## config.mk

```make
export PLATFORM = sky130hd
export DESIGN_NAME = config_loader
export DESIGN_NICKNAME = d
export VERILOG_FILES = /design/src/shared/config_loader_pkg.sv /design/src/design/config_loader.sv
export VERILOG_INCLUDE_DIRS = /design/src /design/src/shared
export SDC_FILE = /design/constraint.sdc
export NUM_CORES = 1
export LEC_CHECK = 0
export ABC_CLOCK_PERIOD_IN_PS = 5350
export BUFFER_PORTS_ARGS = -buffer_cell sky130_fd_sc_hd__buf_4
export CAP_MARGIN = 20
export CORE_MARGIN = 3
export CORE_UTILIZATION = 61
export DETAILED_ROUTE_END_ITERATION = 10
export PLACE_DENSITY_LB_ADDON = 0.12
export SLEW_MARGIN = 20
export SYNTH_ARGS = -nofsm -noshare
export SYNTH_HDL_FRONTEND = slang
export SYNTH_SLANG_ARGS = --single-unit
```

## constraint.sdc

```tcl
create_clock -name clk_sys -period 5.35 [get_ports clk_sys]
set_input_delay 1.07 -clock clk_sys [delete_from_list [all_inputs] [get_ports clk_sys]]
set_output_delay 1.07 -clock clk_sys [all_outputs]
set_load 0.03 [all_outputs]
```

## src/shared/config_loader_defs.svh

```systemverilog
/*
  Constants of the serial flash configuration loader: register offsets,
  reset values, flash opcodes and timing counts.
  Assumes inclusion by bare name from design and bench files.
*/
`ifndef CONFIG_LOADER_DEFS_SVH
`define CONFIG_LOADER_DEFS_SVH

`define CL_SYS_KHZ 100000
`define CL_EDGE_LIMIT_KHZ 15380
`define CL_HALF_DEF 8'h04
`define CL_HALF_MIN 8'h02
`define CL_MODE_MASTER 3'b001
`define CL_OP_X1 8'h0b
`define CL_OP_X2 8'h3b
`define CL_OP_X4 8'h6b
`define CL_MODE_OPC 8'h5a
`define CL_CMD_BITS 6'h28
`define CL_GAP_CYC 8'h08
`define CL_MODE_WIN 24'h000010
`define CL_LEN_DEF 24'h001000
`define CL_CHAIN_DEF 24'h000000
`define CL_A_CLK 12'h000
`define CL_A_LEN 12'h004
`define CL_A_CHAIN 12'h008
`define CL_A_STAT 12'h00c
`define CL_A_COUNT 12'h010

`endif

```

## src/shared/config_loader_pkg.sv

```systemverilog
/*
  Types of the serial flash configuration loader.
  Assumes the constants header is compiled alongside.
*/
package config_loader_pkg;

  // loader phases, gray along wait, command, data, gap, done
  typedef enum logic [2:0] {
    P_WAIT = 3'b000,
    P_CMD = 3'b001,
    P_DATA = 3'b011,
    P_GAP = 3'b010,
    P_DONE = 3'b110,
    P_ERR = 3'b111,
    P_OFF = 3'b100
  } phase_t;

  typedef enum logic [1:0] {
    W_X1 = 2'h0,
    W_X2 = 2'h1,
    W_X4 = 2'h2,
    W_X8 = 2'h3
  } width_t;

  typedef struct packed {
    logic psel;
    logic penable;
    logic pwrite;
    logic [11:0] paddr;
    logic [31:0] pwdata;
  } apb_req_t;

  // status word, low bits first from the right
  typedef struct packed {
    logic [20:0] zero;
    logic cfg_done_pin;
    logic init_pin;
    logic [2:0] mode_pins;
    logic edge_fall;
    width_t width;
    phase_t phase;
  } status_t;

endpackage

```

## src/design/config_loader.sv

```systemverilog
/*
  Master-mode configuration loader: reads the bitstream from one or two
  serial NOR flashes, forwards chain data in x1 width and delivers own bytes.
  Assumes clk_sys at 100 MHz, flash pins resolved by the board from the
  output enables, and an APB master for the control registers.
*/
// The APB slave port and the placing of the registers were chosen for this implementation.
// Contract
// RQ1 - low reset clears all loader state
// RQ2 - mode pins 001 select flash master
// RQ3 - low init flag postpones configuration
// RQ4 - init flag driven low on error
// RQ5 - primary flash select low while fetching
// RQ6 - secondary flash select in x8 width
// RQ7 - chain output changes on falling clock edge
// RQ8 - done pin low until configuration completes
// RQ9 - loading starts at power-up or reset
// RQ10 - start x1 fast read, address zero, rising
// RQ11 - mode instruction sets width and edge
// RQ12 - selects high when bitstream fully fetched
// RQ13 - above 15.38MHz sample on falling edge
// RQ14 - configuration clock generated internally
// RQ15 - widths 1, 2, 4 and 8 bits
// RQ16 - x1: line 0 out, line 1 in
// RQ17 - x2 uses data lines 1..0
// RQ18 - x4 uses data lines 3..0
// RQ19 - x8: lines 3..0 first, 7..4 second
// RQ20 - first device master, rest fed serially
// RQ21 - chain image holds last device first
// RQ22 - mode pins sampled once after init release
`include "config_loader_defs.svh"
`timescale 1ns/10ps
`default_nettype none

module config_loader #(
  parameter logic [7:0] HALF_DEFAULT = `CL_HALF_DEF,
  parameter logic [23:0] LEN_DEFAULT = `CL_LEN_DEF
) (
  input wire logic clk_sys,
  input wire logic resetn,
  input wire config_loader_pkg::apb_req_t apb_req,
  output logic [31:0] prdata,
  output logic pready,
  output logic pslverr,
  input wire logic [2:0] mode_pins,
  input wire logic init_flag_in,
  output logic init_flag_out,
  output logic init_flag_oe_n,
  input wire logic cfg_done_in,
  output logic cfg_done_out,
  output logic cfg_done_oe_n,
  output logic cfg_clk_out,
  output logic flash_select_a_n,
  output logic flash_select_b_n,
  input wire logic [7:0] data_in,
  output logic [7:0] data_out,
  output logic [7:0] data_oe_n,
  output logic chain_data_out,
  output logic [7:0] cfg_byte,
  output logic cfg_byte_valid
);

  ////////////////////////////////////////////////////////////////////////
  // parameter checks

  if (HALF_DEFAULT < `CL_HALF_MIN) begin : g_half_chk
    $error("half period default below synchroniser limit");
  end
  if (LEN_DEFAULT == 24'h000000) begin : g_len_chk
    $error("bitstream length default must be nonzero");
  end

  ////////////////////////////////////////////////////////////////////////
  // helpers

  // bits gathered per sampling edge for a width code
  function automatic logic [3:0] width_bits(input logic [1:0] w);
    case (w)
      config_loader_pkg::W_X1: width_bits = 4'h1;
      config_loader_pkg::W_X2: width_bits = 4'h2;
      config_loader_pkg::W_X4: width_bits = 4'h4;
      default: width_bits = 4'h8;
    endcase
  endfunction

  // clock faster than the rising-edge limit for this half period
  function automatic logic is_fast(input logic [7:0] h);
    is_fast = (`CL_SYS_KHZ) > (`CL_EDGE_LIMIT_KHZ * 2 * int'(h));
  endfunction

  ////////////////////////////////////////////////////////////////////////
  // state

  typedef struct packed {
    config_loader_pkg::phase_t phase;
    logic [2:0] mode_s1;
    logic [2:0] mode_s2;
    logic init_s1;
    logic init_s2;
    logic done_s1;
    logic done_s2;
    logic [7:0] din_s1;
    logic [7:0] din_s2;
    logic [2:0] mode_cap;
    logic [7:0] half_q;
    logic [23:0] len_q;
    logic [23:0] chain_len_q;
    logic [7:0] half_cnt;
    logic clk_lvl;
    logic [5:0] bit_cnt;
    logic [39:0] shift;
    logic [7:0] rx;
    logic [3:0] rx_cnt;
    logic [23:0] byte_addr;
    logic [23:0] chain_cnt;
    logic [23:0] own_cnt;
    logic [1:0] width;
    logic edge_fall;
    logic pend_mode;
    logic mode_seen;
    logic chain_pend;
    logic chain_q;
    logic sel_a;
    logic sel_b;
    logic [7:0] byte_q;
    logic byte_v;
    logic [31:0] prdata_q;
  } state_t;

  state_t s_q;
  state_t s_d;

  logic rise;
  logic fall;
  logic samp;
  logic access;
  logic setup;
  logic [3:0] nb;
  logic [7:0] bits;
  logic [7:0] nxt_rx;
  logic [3:0] nxt_cnt;
  logic [7:0] op;
  config_loader_pkg::status_t stat;

  assign access = apb_req.psel && apb_req.penable;
  assign setup = apb_req.psel && !apb_req.penable;

  // clock edges: counter reaches zero while the clock runs
  assign rise = (s_q.phase == config_loader_pkg::P_CMD ||
                 s_q.phase == config_loader_pkg::P_DATA) &&
                s_q.half_cnt == 8'h00 && !s_q.clk_lvl;
  assign fall = (s_q.phase == config_loader_pkg::P_CMD ||
                 s_q.phase == config_loader_pkg::P_DATA) &&
                s_q.half_cnt == 8'h00 && s_q.clk_lvl;
  // sampling edge chosen by the mode instruction or the clock rate
  assign samp = s_q.edge_fall ? fall : rise; // see RQ13

  always_comb begin
    stat = '0;
    stat.phase = s_q.phase;
    stat.width = config_loader_pkg::width_t'(s_q.width);
    stat.edge_fall = s_q.edge_fall;
    stat.mode_pins = s_q.mode_cap;
    stat.init_pin = s_q.init_s2;
    stat.cfg_done_pin = s_q.done_s2;
  end

  // incoming lines per width; x8 puts second flash in high nibble
  always_comb begin
    nb = width_bits(s_q.width); // see RQ15
    case (s_q.width)
      config_loader_pkg::W_X1: bits = {7'h00, s_q.din_s2[1]}; // see RQ16
      config_loader_pkg::W_X2: bits = {6'h00, s_q.din_s2[1:0]}; // see RQ17
      config_loader_pkg::W_X4: bits = {4'h0, s_q.din_s2[3:0]}; // see RQ18
      default: bits = s_q.din_s2; // see RQ19
    endcase
    // older bits move up by the width, new bits land at the bottom
    nxt_rx = 8'({s_q.rx, 8'h00} >> (4'h8 - nb)) | bits;
    nxt_cnt = s_q.rx_cnt + nb;
    // command opcode follows width; x8 runs both flashes in quad
    case (s_q.width)
      config_loader_pkg::W_X1: op = `CL_OP_X1;
      config_loader_pkg::W_X2: op = `CL_OP_X2;
      default: op = `CL_OP_X4;
    endcase
  end

  ////////////////////////////////////////////////////////////////////////
  // next state

  always_comb begin
    s_d = s_q;
    s_d.byte_v = 1'b0;
    // two-stage synchronisers for all pins
    s_d.mode_s1 = mode_pins;
    s_d.mode_s2 = s_q.mode_s1;
    s_d.init_s1 = init_flag_in;
    s_d.init_s2 = s_q.init_s1;
    s_d.done_s1 = cfg_done_in;
    s_d.done_s2 = s_q.done_s1;
    s_d.din_s1 = data_in;
    s_d.din_s2 = s_q.din_s1;

    // register writes; reads are latched in the setup phase
    if (access && apb_req.pwrite) begin
      if (apb_req.paddr == `CL_A_CLK) begin
        if (apb_req.pwdata[7:0] >= `CL_HALF_MIN) begin
          s_d.half_q = apb_req.pwdata[7:0];
        end
      end else if (apb_req.paddr == `CL_A_LEN) begin
        s_d.len_q = apb_req.pwdata[23:0];
      end else if (apb_req.paddr == `CL_A_CHAIN) begin
        s_d.chain_len_q = apb_req.pwdata[23:0];
      end
    end
    if (setup) begin
      if (apb_req.paddr == `CL_A_CLK) begin
        s_d.prdata_q = {24'h000000, s_q.half_q};
      end else if (apb_req.paddr == `CL_A_LEN) begin
        s_d.prdata_q = {8'h00, s_q.len_q};
      end else if (apb_req.paddr == `CL_A_CHAIN) begin
        s_d.prdata_q = {8'h00, s_q.chain_len_q};
      end else if (apb_req.paddr == `CL_A_STAT) begin
        s_d.prdata_q = stat;
      end else if (apb_req.paddr == `CL_A_COUNT) begin
        s_d.prdata_q = {8'h00, s_q.own_cnt};
      end else begin
        s_d.prdata_q = 32'h00000000;
      end
    end

    // internal divider makes the flash clock
    if (s_q.phase == config_loader_pkg::P_CMD ||
        s_q.phase == config_loader_pkg::P_DATA) begin
      if (s_q.half_cnt == 8'h00) begin
        s_d.half_cnt = s_q.half_q - 8'h01; // see RQ14
        s_d.clk_lvl = !s_q.clk_lvl;
      end else begin
        s_d.half_cnt = s_q.half_cnt - 8'h01;
      end
    end

    // chain bit goes out only on the falling edge
    if (fall) begin
      s_d.chain_q = s_q.chain_pend; // see RQ7
    end

    case (s_q.phase)
      config_loader_pkg::P_WAIT: begin
        // held here while the init flag is pulled low outside
        if (s_q.init_s2) begin // see RQ3
          s_d.mode_cap = s_q.mode_s2; // see RQ22
          if (s_q.mode_s2 == `CL_MODE_MASTER) begin // see RQ2
            // x1 fast read from address zero, rising edge
            s_d.phase = config_loader_pkg::P_CMD; // see RQ10
            s_d.shift = {`CL_OP_X1, 24'h000000, 8'h00};
            s_d.sel_a = 1'b1; // see RQ5
            s_d.half_cnt = s_q.half_q - 8'h01;
          end else begin
            s_d.phase = config_loader_pkg::P_OFF;
          end
        end
      end
      config_loader_pkg::P_CMD: begin
        if (rise) begin
          s_d.bit_cnt = s_q.bit_cnt + 6'h01;
        end
        if (fall) begin
          if (s_q.bit_cnt == `CL_CMD_BITS) begin
            s_d.phase = config_loader_pkg::P_DATA;
          end else begin
            s_d.shift = {s_q.shift[38:0], 1'b0};
          end
        end
      end
      config_loader_pkg::P_DATA: begin
        if (samp) begin
          s_d.rx = nxt_rx;
          s_d.rx_cnt = nxt_cnt;
          // chain region in x1: each bit is passed straight on
          if (s_q.mode_seen && s_q.chain_cnt != s_q.chain_len_q) begin
            s_d.chain_pend = bits[0]; // see RQ20
          end
          if (nxt_cnt[3]) begin
            s_d.rx_cnt = 4'h0;
            s_d.byte_addr = s_q.byte_addr + 24'h000001;
            if (!s_q.mode_seen) begin
              if (s_q.pend_mode) begin
                // settings byte: width code and edge request
                s_d.width = nxt_rx[1:0]; // see RQ11
                s_d.edge_fall = nxt_rx[2] || is_fast(s_q.half_q);
                s_d.mode_seen = 1'b1;
                s_d.phase = config_loader_pkg::P_GAP;
                s_d.sel_a = 1'b0;
                s_d.half_cnt = `CL_GAP_CYC;
              end else if (nxt_rx == `CL_MODE_OPC) begin
                s_d.pend_mode = 1'b1;
              end else if (s_q.byte_addr == `CL_MODE_WIN) begin
                // no mode instruction where expected
                s_d.phase = config_loader_pkg::P_ERR;
                s_d.sel_a = 1'b0;
              end
            end else if (s_q.chain_cnt != s_q.chain_len_q) begin
              // image holds far devices first
              s_d.chain_cnt = s_q.chain_cnt + 24'h000001; // see RQ21
            end else begin
              s_d.byte_q = nxt_rx;
              s_d.byte_v = 1'b1;
              s_d.own_cnt = s_q.own_cnt + 24'h000001;
              if (s_q.own_cnt + 24'h000001 == s_q.len_q) begin
                s_d.phase = config_loader_pkg::P_DONE;
                s_d.sel_a = 1'b0; // see RQ12
                s_d.sel_b = 1'b0;
              end
            end
          end
        end
        // park the clock low as the frame ends; a deselected flash
        // must never see it sitting high through the gap
        if (s_d.phase != config_loader_pkg::P_DATA) begin
          s_d.clk_lvl = 1'b0; // see RQ14
        end
      end
      config_loader_pkg::P_GAP: begin
        // flash deselected, then read resumes at the new width
        if (s_q.half_cnt == 8'h00) begin
          s_d.phase = config_loader_pkg::P_CMD;
          s_d.shift = {op, s_q.byte_addr, 8'h00};
          s_d.bit_cnt = 6'h00;
          s_d.clk_lvl = 1'b0;
          s_d.sel_a = 1'b1;
          s_d.sel_b = s_q.width == config_loader_pkg::W_X8; // see RQ6
          s_d.half_cnt = s_q.half_q - 8'h01;
        end else begin
          s_d.half_cnt = s_q.half_cnt - 8'h01;
        end
      end
      default: begin
        s_d.clk_lvl = 1'b0;
      end
    endcase
  end

  ////////////////////////////////////////////////////////////////////////
  // registers: reset restarts loading from the top

  always_ff @(posedge clk_sys or negedge resetn) begin
    if (!resetn) begin // see RQ1
      s_q <= '0; // see RQ9
      s_q.phase <= config_loader_pkg::P_WAIT;
      s_q.half_q <= HALF_DEFAULT;
      s_q.len_q <= LEN_DEFAULT;
      s_q.chain_len_q <= `CL_CHAIN_DEF;
    end else begin
      s_q <= s_d;
    end
  end

  ////////////////////////////////////////////////////////////////////////
  // outputs

  assign prdata = s_q.prdata_q;
  assign pready = 1'b1;
  // unmapped addresses answer with an error
  assign pslverr = access && apb_req.paddr != `CL_A_CLK &&
                   apb_req.paddr != `CL_A_LEN &&
                   apb_req.paddr != `CL_A_CHAIN &&
                   apb_req.paddr != `CL_A_STAT &&
                   apb_req.paddr != `CL_A_COUNT;

  // open drain flag pulled low only on error
  assign init_flag_out = 1'b0;
  assign init_flag_oe_n = s_q.phase != config_loader_pkg::P_ERR; // see RQ4
  assign cfg_done_out = 1'b0;
  assign cfg_done_oe_n = s_q.phase == config_loader_pkg::P_DONE; // see RQ8

  assign cfg_clk_out = s_q.clk_lvl;
  assign flash_select_a_n = !s_q.sel_a;
  assign flash_select_b_n = !s_q.sel_b;

  // command bit on line 0, and line 4 too for the second flash
  assign data_out = {3'h0, s_q.shift[39], 3'h0, s_q.shift[39]};
  assign data_oe_n = {3'h7,
                      !(s_q.phase == config_loader_pkg::P_CMD && s_q.sel_b),
                      3'h7,
                      s_q.phase != config_loader_pkg::P_CMD}; // see RQ16

  assign chain_data_out = s_q.chain_q;
  assign cfg_byte = s_q.byte_q;
  assign cfg_byte_valid = s_q.byte_v;

endmodule

`default_nettype wire

```

* Word-level counts from Yosys, hierarchy flattened
Index checks and enable logic that the tools add are counted.
** Word-level totals
- Flip-flop bits (word level) :: 277
- Latch bits :: 0
- RAM bits :: 0
- ROM bits :: 0
- Memories :: 0
** Operators by class
- Add/subtract/negate cells :: 8
- $mul :: 1
- Div/mod/pow operators :: 0
- Magnitude comparators :: 2
- Equality and inequality tests :: 40
- Shift operators :: 1
- Multiplexer cells :: 68
- Bitwise logic cells :: 5
- Reduce and logical (&&, ||, !) cells :: 47
** Operators by type and width (number)
- $mux 24 :: 7
- $mux 40 :: 4
- $pmux 40 s3 :: 1
- $mux 80 :: 1
- $add 24x1->24 const B :: 3
- $mux 8 :: 7
- $mux 48 :: 1
- $pmux 8 s3 :: 2
- $mux 47 :: 1
- $mux 3 :: 15
- $mux 11 :: 3
- $eq 12x4->1 const B :: 2
- $eq 24x24->1 :: 1
- $eq 24x5->1 const B :: 1
- $ne 12x4->1 const B :: 2
- $ne 24x24->1 :: 1
- $gt 17x23->1 const A :: 1
- $mul 12x8->20 const A :: 1
- $ne 2x2->1 const B :: 10
- $reduce_and 5->1 :: 4
- $shr 16x4->8 :: 1
- $sub 8x1->8 const B :: 2
- $reduce_and 3->1 :: 5
- $pmux 7 s2 :: 1
- 51 further kinds :: 95

* Depth between registers and ports, before layout
- Word-level depth :: 15
- Gate-level depth with buffers :: 16
- Gate-level depth less buffers :: 16

* Least setup slack after synthesis
No wires, ideal clock.
- Path kind :: flip-flop to flip-flop
- Start point :: register s_q[239] (netlist bit)
- End point :: register s_q[47] (netlist bit)
- Library setup time :: 0.077 ns
- Arrival :: 3.871 ns
- Slack :: 1.402 ns
- Cell stages (with the launch flop) :: 17
- Clock period less this slack :: 3.948 ns
- Cell sequence :: dfstp_2 inv_1 fa_1 inv_1 ha_1 ha_1 inv_1 fa_1 inv_1 ha_1 a21oi_1 o32ai_1 a311o_1 xor2_1 nor4_1 o221ai_1 o21ai_1
** On the way
- Longest elaborated chain between the ends :: 3
** Ends and longest elaborated chain
- start: declaration :: line config_loader.sv:130 : state_t s_q;
- $mul 12x8->20 (no source line)
- $gt 17x23->1 :: line config_loader.sv:88 : is_fast = (`CL_SYS_KHZ) > (`CL_EDGE_LIMIT_KHZ * 2 * int'(h));
- $logic_or 1x1->1 :: line config_loader.sv:291 : s_d.edge_fall = nxt_rx[2] || is_fast(s_q.half_q);
Every way passes these cells.
A chain may end at the register's enable or synchronous reset.

* Worst setup path in the final report
Ends and elaborated chain as after synthesis.

==> impl_metrics.env <==
export IMPL_p_leak_nw=7.880
export IMPL_crit_chain="inv_1 -> fa_1 -> inv_1 -> ha_1 -> ha_1 -> inv_1 -> fa_1 -> inv_1 -> ha_1 -> a21oi_1 -> o32ai_1 -> a311o_1 -> xor2_1 -> nor4_1 -> o221ai_1 -> o21ai_1"
export IMPL_p_comb_frac=0.111
export IMPL_p_per_area_nw_per_um2=291.7
export IMPL_slew_headroom=0.4188
export IMPL_hold_viol=0
export IMPL_insertion_delay_ns=0.55
export IMPL_fp_dieH_um=163.3
export IMPL_finalSetupViolCount=0
export IMPL_synth_cells=1515
export IMPL_peakVddDrop_v=0.0002784
export IMPL_ctsHoldBuffers=0
export IMPL_r2r_setup_slack_ns=1.08
export IMPL_pwr_share_clk=0.422
export IMPL_hpwl_um=24860
export IMPL_required_ns=5.82
export IMPL_place_gp_congestion=0.9021
export IMPL_critPathArrivalTime_ns=4.74
export IMPL_fin_setup_tns_ns=0
export IMPL_yosysWarnings=0
export IMPL_ys_seq_area_frac=0.4298
export IMPL_cts_resized=0
export IMPL_maxCapViolCount=0
export IMPL_r2r_end="s_q[47]"
export IMPL_synthToLayoutAreaGrowth_pct=10.65
export IMPL_tightest_slew_ns=0.8719
export IMPL_htree_levels=1
export IMPL_num_vias=11430
export IMPL_antenna_found_initial=0
export IMPL_p_sw_mw=1.258
export IMPL_reg2reg_from="s_q[239]"
export IMPL_switching_share=0.2583
export IMPL_vias_per_cell=6.036
export IMPL_clockBufferDepth=3
export IMPL_end_kind="register"
export IMPL_crit_end="s_q[47]"
export IMPL_place_inst=1840
export IMPL_first_global_vias=10920
export IMPL_slowest_delay_ns=0.65
export IMPL_synthFlopType="dfrtp_1"
export IMPL_crit_top_cell="inv_1"
export IMPL_die_w_um=163.3
export IMPL_cp_top_family="adder cells"
export IMPL_sequentialPowerShare=0.466
export IMPL_fin_crit_sh=0.7986
export IMPL_startpoint_type="register"
export IMPL_max_freq_mhz=234.1
export IMPL_path_max_fanout=10
export IMPL_cts_root_buf="clkbuf_16"
export IMPL_numClockSinks=259
export IMPL_clock_skew_ns=0.02428
export IMPL_n_antenna_cell=0
export IMPL_fin_crit_ns=4.272
export IMPL_crit_buf_inv=4
export IMPL_ys_seq_elements=259
export IMPL_rsz0062_at_grt="no"
export IMPL_timing_hold_ws_ns=0.3455
export IMPL_stdcell_area_sq_um=16690
export IMPL_instances_no_fill=1893
export IMPL_final_antenna_net_count=0
export IMPL_clk_pin_slew_worst_paths_ns=0.06
export IMPL_fp_coreArea_sq_um=23890
export IMPL_drive_gt1_frac=0.1658
export IMPL_hold_class="register to register"
export IMPL_p_int_mw=3.611
export IMPL_cp_depth=16
export IMPL_synth_cell_types=94
export IMPL_cp_slowest_cell="dfstp_2"
export IMPL_grt_pass1_wl_um=56760
export IMPL_syn_avg_cell_area_sq_um=9.958
export IMPL_rows=56
export IMPL_drt_iter0_markers=1019
export IMPL_start_util=0.6314
export IMPL_routedWlPerCell_um=18.47
export IMPL_grt_max_degree=107
export IMPL_layout_nets=1697
export IMPL_place_area_sq_um=15700
export IMPL_gr_total_overflow=0
export IMPL_startpoint="s_q[239]"
export IMPL_syn_cell_area_sq_um=15090
export IMPL_drt_first_pass_iters=6
export IMPL_synth_edf_count=0
export IMPL_r2r_cells=16
export IMPL_cts_inserted_buffers=29
export IMPL_dieArea_sq_um=26660
export IMPL_tritoncts="built"
export IMPL_post_cts_buffers=0
export IMPL_port_buffers=97
export IMPL_crit_type="register to register"
export IMPL_async_flop_share=1.000
export IMPL_status="finished clean"
export IMPL_grt_use_total=0.2627
export IMPL_drc=0
export IMPL_final_util=0.6987
export IMPL_slew_violations=0
export IMPL_wirelength_um=34960
export IMPL_ios=129
## cells by family after synthesis
group,count (synthesis),share of synthesized area
AOI/OAI and AO/OA,301,0.1290
xor gates and xnor gates,141,0.08185
adders and majority gates,83,0.07530
buffers and inverters,199,0.06825
DFF,259,0.4298
muxes,77,0.05780
other,2,0.0004978
and+or+nand+nor,453,0.1576
## per-layer routing
layer	share of wire	global-route usage
met1	0.45	0.3780
met2	0.46	0.4136
met3	0.067	0.04185
met4	0.029	0.07997
met5	0	0
## cell usage after synthesis (6+ instances only)
cell | n | area share
o211ai_1 | 8 | 0.0040
a21oi_1 | 81 | 0.027
nand3_1 | 41 | 0.014
a21o_1 | 9 | 0.0045
buf_4 | 62 | 0.031
and2_1 | 10 | 0.0041
mux2i_1 | 14 | 0.0093
a31oi_1 | 9 | 0.0037
clkbuf_1 | 46 | 0.011
nor3_1 | 34 | 0.011
inv_1 | 74 | 0.018
xor2_1 | 61 | 0.035
nand4_1 | 20 | 0.0083
a221o_1 | 7 | 0.0046
nor4b_1 | 6 | 0.0035
nor2_1 | 109 | 0.027
o21ai_0 | 79 | 0.026
nand2b_1 | 8 | 0.0033
nand2_1 | 121 | 0.030
nor4_1 | 20 | 0.0083
o22ai_1 | 11 | 0.0046
a22oi_1 | 32 | 0.016
and4_1 | 8 | 0.0046
ha_1 | 70 | 0.058
dfrtp_1 | 257 | 0.43
and3_1 | 16 | 0.0066
mux2_2 | 61 | 0.046
xnor2_1 | 80 | 0.046
nor2b_1 | 11 | 0.0046
a222oi_1 | 16 | 0.011
buf_2 | 11 | 0.0036
fa_1 | 13 | 0.017
## stage by stage
step                      total power, mW  setup WS (ns)
after floorplan                     2.671          1.402
after global placement              2.816          1.188
after detailed placement            2.844          1.121
after CTS                           4.905          1.105
after global routing                5.077         0.7839
final                               4.869          1.078
## power groups by stage
stage | Sequential [mW] | Clock (mW) | Combinational [mW]
6_report | 2.27 | 2.06 | 0.543
5_1_grt | 2.29 | 2.17 | 0.616
4_1_cts | 2.26 | 2.09 | 0.548
3_5_place_dp | 2.30 | 0 | 0.543
3_3_place_gp | 2.29 | 0 | 0.522
2_1_floorplan | 2.25 | 0 | 0.420
## how the worst min path moves through the flow
stage	start	cells past startpoint	to
finish	s_d[254]	0	s_q[254]
floorplan	s_d[248]	0	s_q[248]
CTS	s_d[254]	0	s_q[254]
detailed placement	s_d[270]	0	s_q[270]
global placement	s_d[250]	0	s_q[250]
global route	s_d[266]	0	s_q[266]
## final cells by class
| class | count | area, sq um |
|---|---|---|
| Clock inverter | 11 | 171.4 |
| Tap cell | 319 | 399.1 |
| Inverter | 74 | 277.8 |
| Timing Repair Buffer | 110 | 845.8 |
| Fill cell | 1810 | 7199 |
| Sequential cell | 259 | 6484 |
| Clock buffer | 42 | 824.5 |
| Multi-Input combinational cell | 1078 | 7691 |
## layout by cell type (no fill, tap or decap), types with 11 or more instances in the layout
master and n:
a22oi_1 32, a222oi_1 16, nand2_1 121, nor2_1 106, nor4_1 20, xor2_1 61
xnor2_1 80, buf_4 108, o21ai_0 79, and3_1 16, a21oi_1 80, nor3_1 33
nand3_1 41, conb_1 23, fa_1 13, o22ai_1 11, mux2i_1 14, mux2_2 61
ha_1 70, nand4_1 20, dfrtp_1 257, clkbuf_16 29, inv_1 74
## flip-flops by register name (all words and copies together), names as in the netlist
name / cells
cfg_byte: 8
cfg_byte_valid: 1
cfg_clk_out: 1
chain_data_out: 1
data_out: 1
prdata: 24
s_d: 13
s_q: 210
## worst reg2reg max path: stages (launching register included)
cell	delay, ns
dfstp_2	0.65
inv_1	0.13
fa_1	0.54
inv_1	0.05
ha_1	0.27
ha_1	0.28
inv_1	0.06
fa_1	0.52
inv_1	0.04
ha_1	0.32
a21oi_1	0.16
o32ai_1	0.11
a311o_1	0.36
xor2_1	0.16
nor4_1	0.24
o221ai_1	0.17
o21ai_1	0.13
Note: power is estimated with default switching activity, not from simulation.
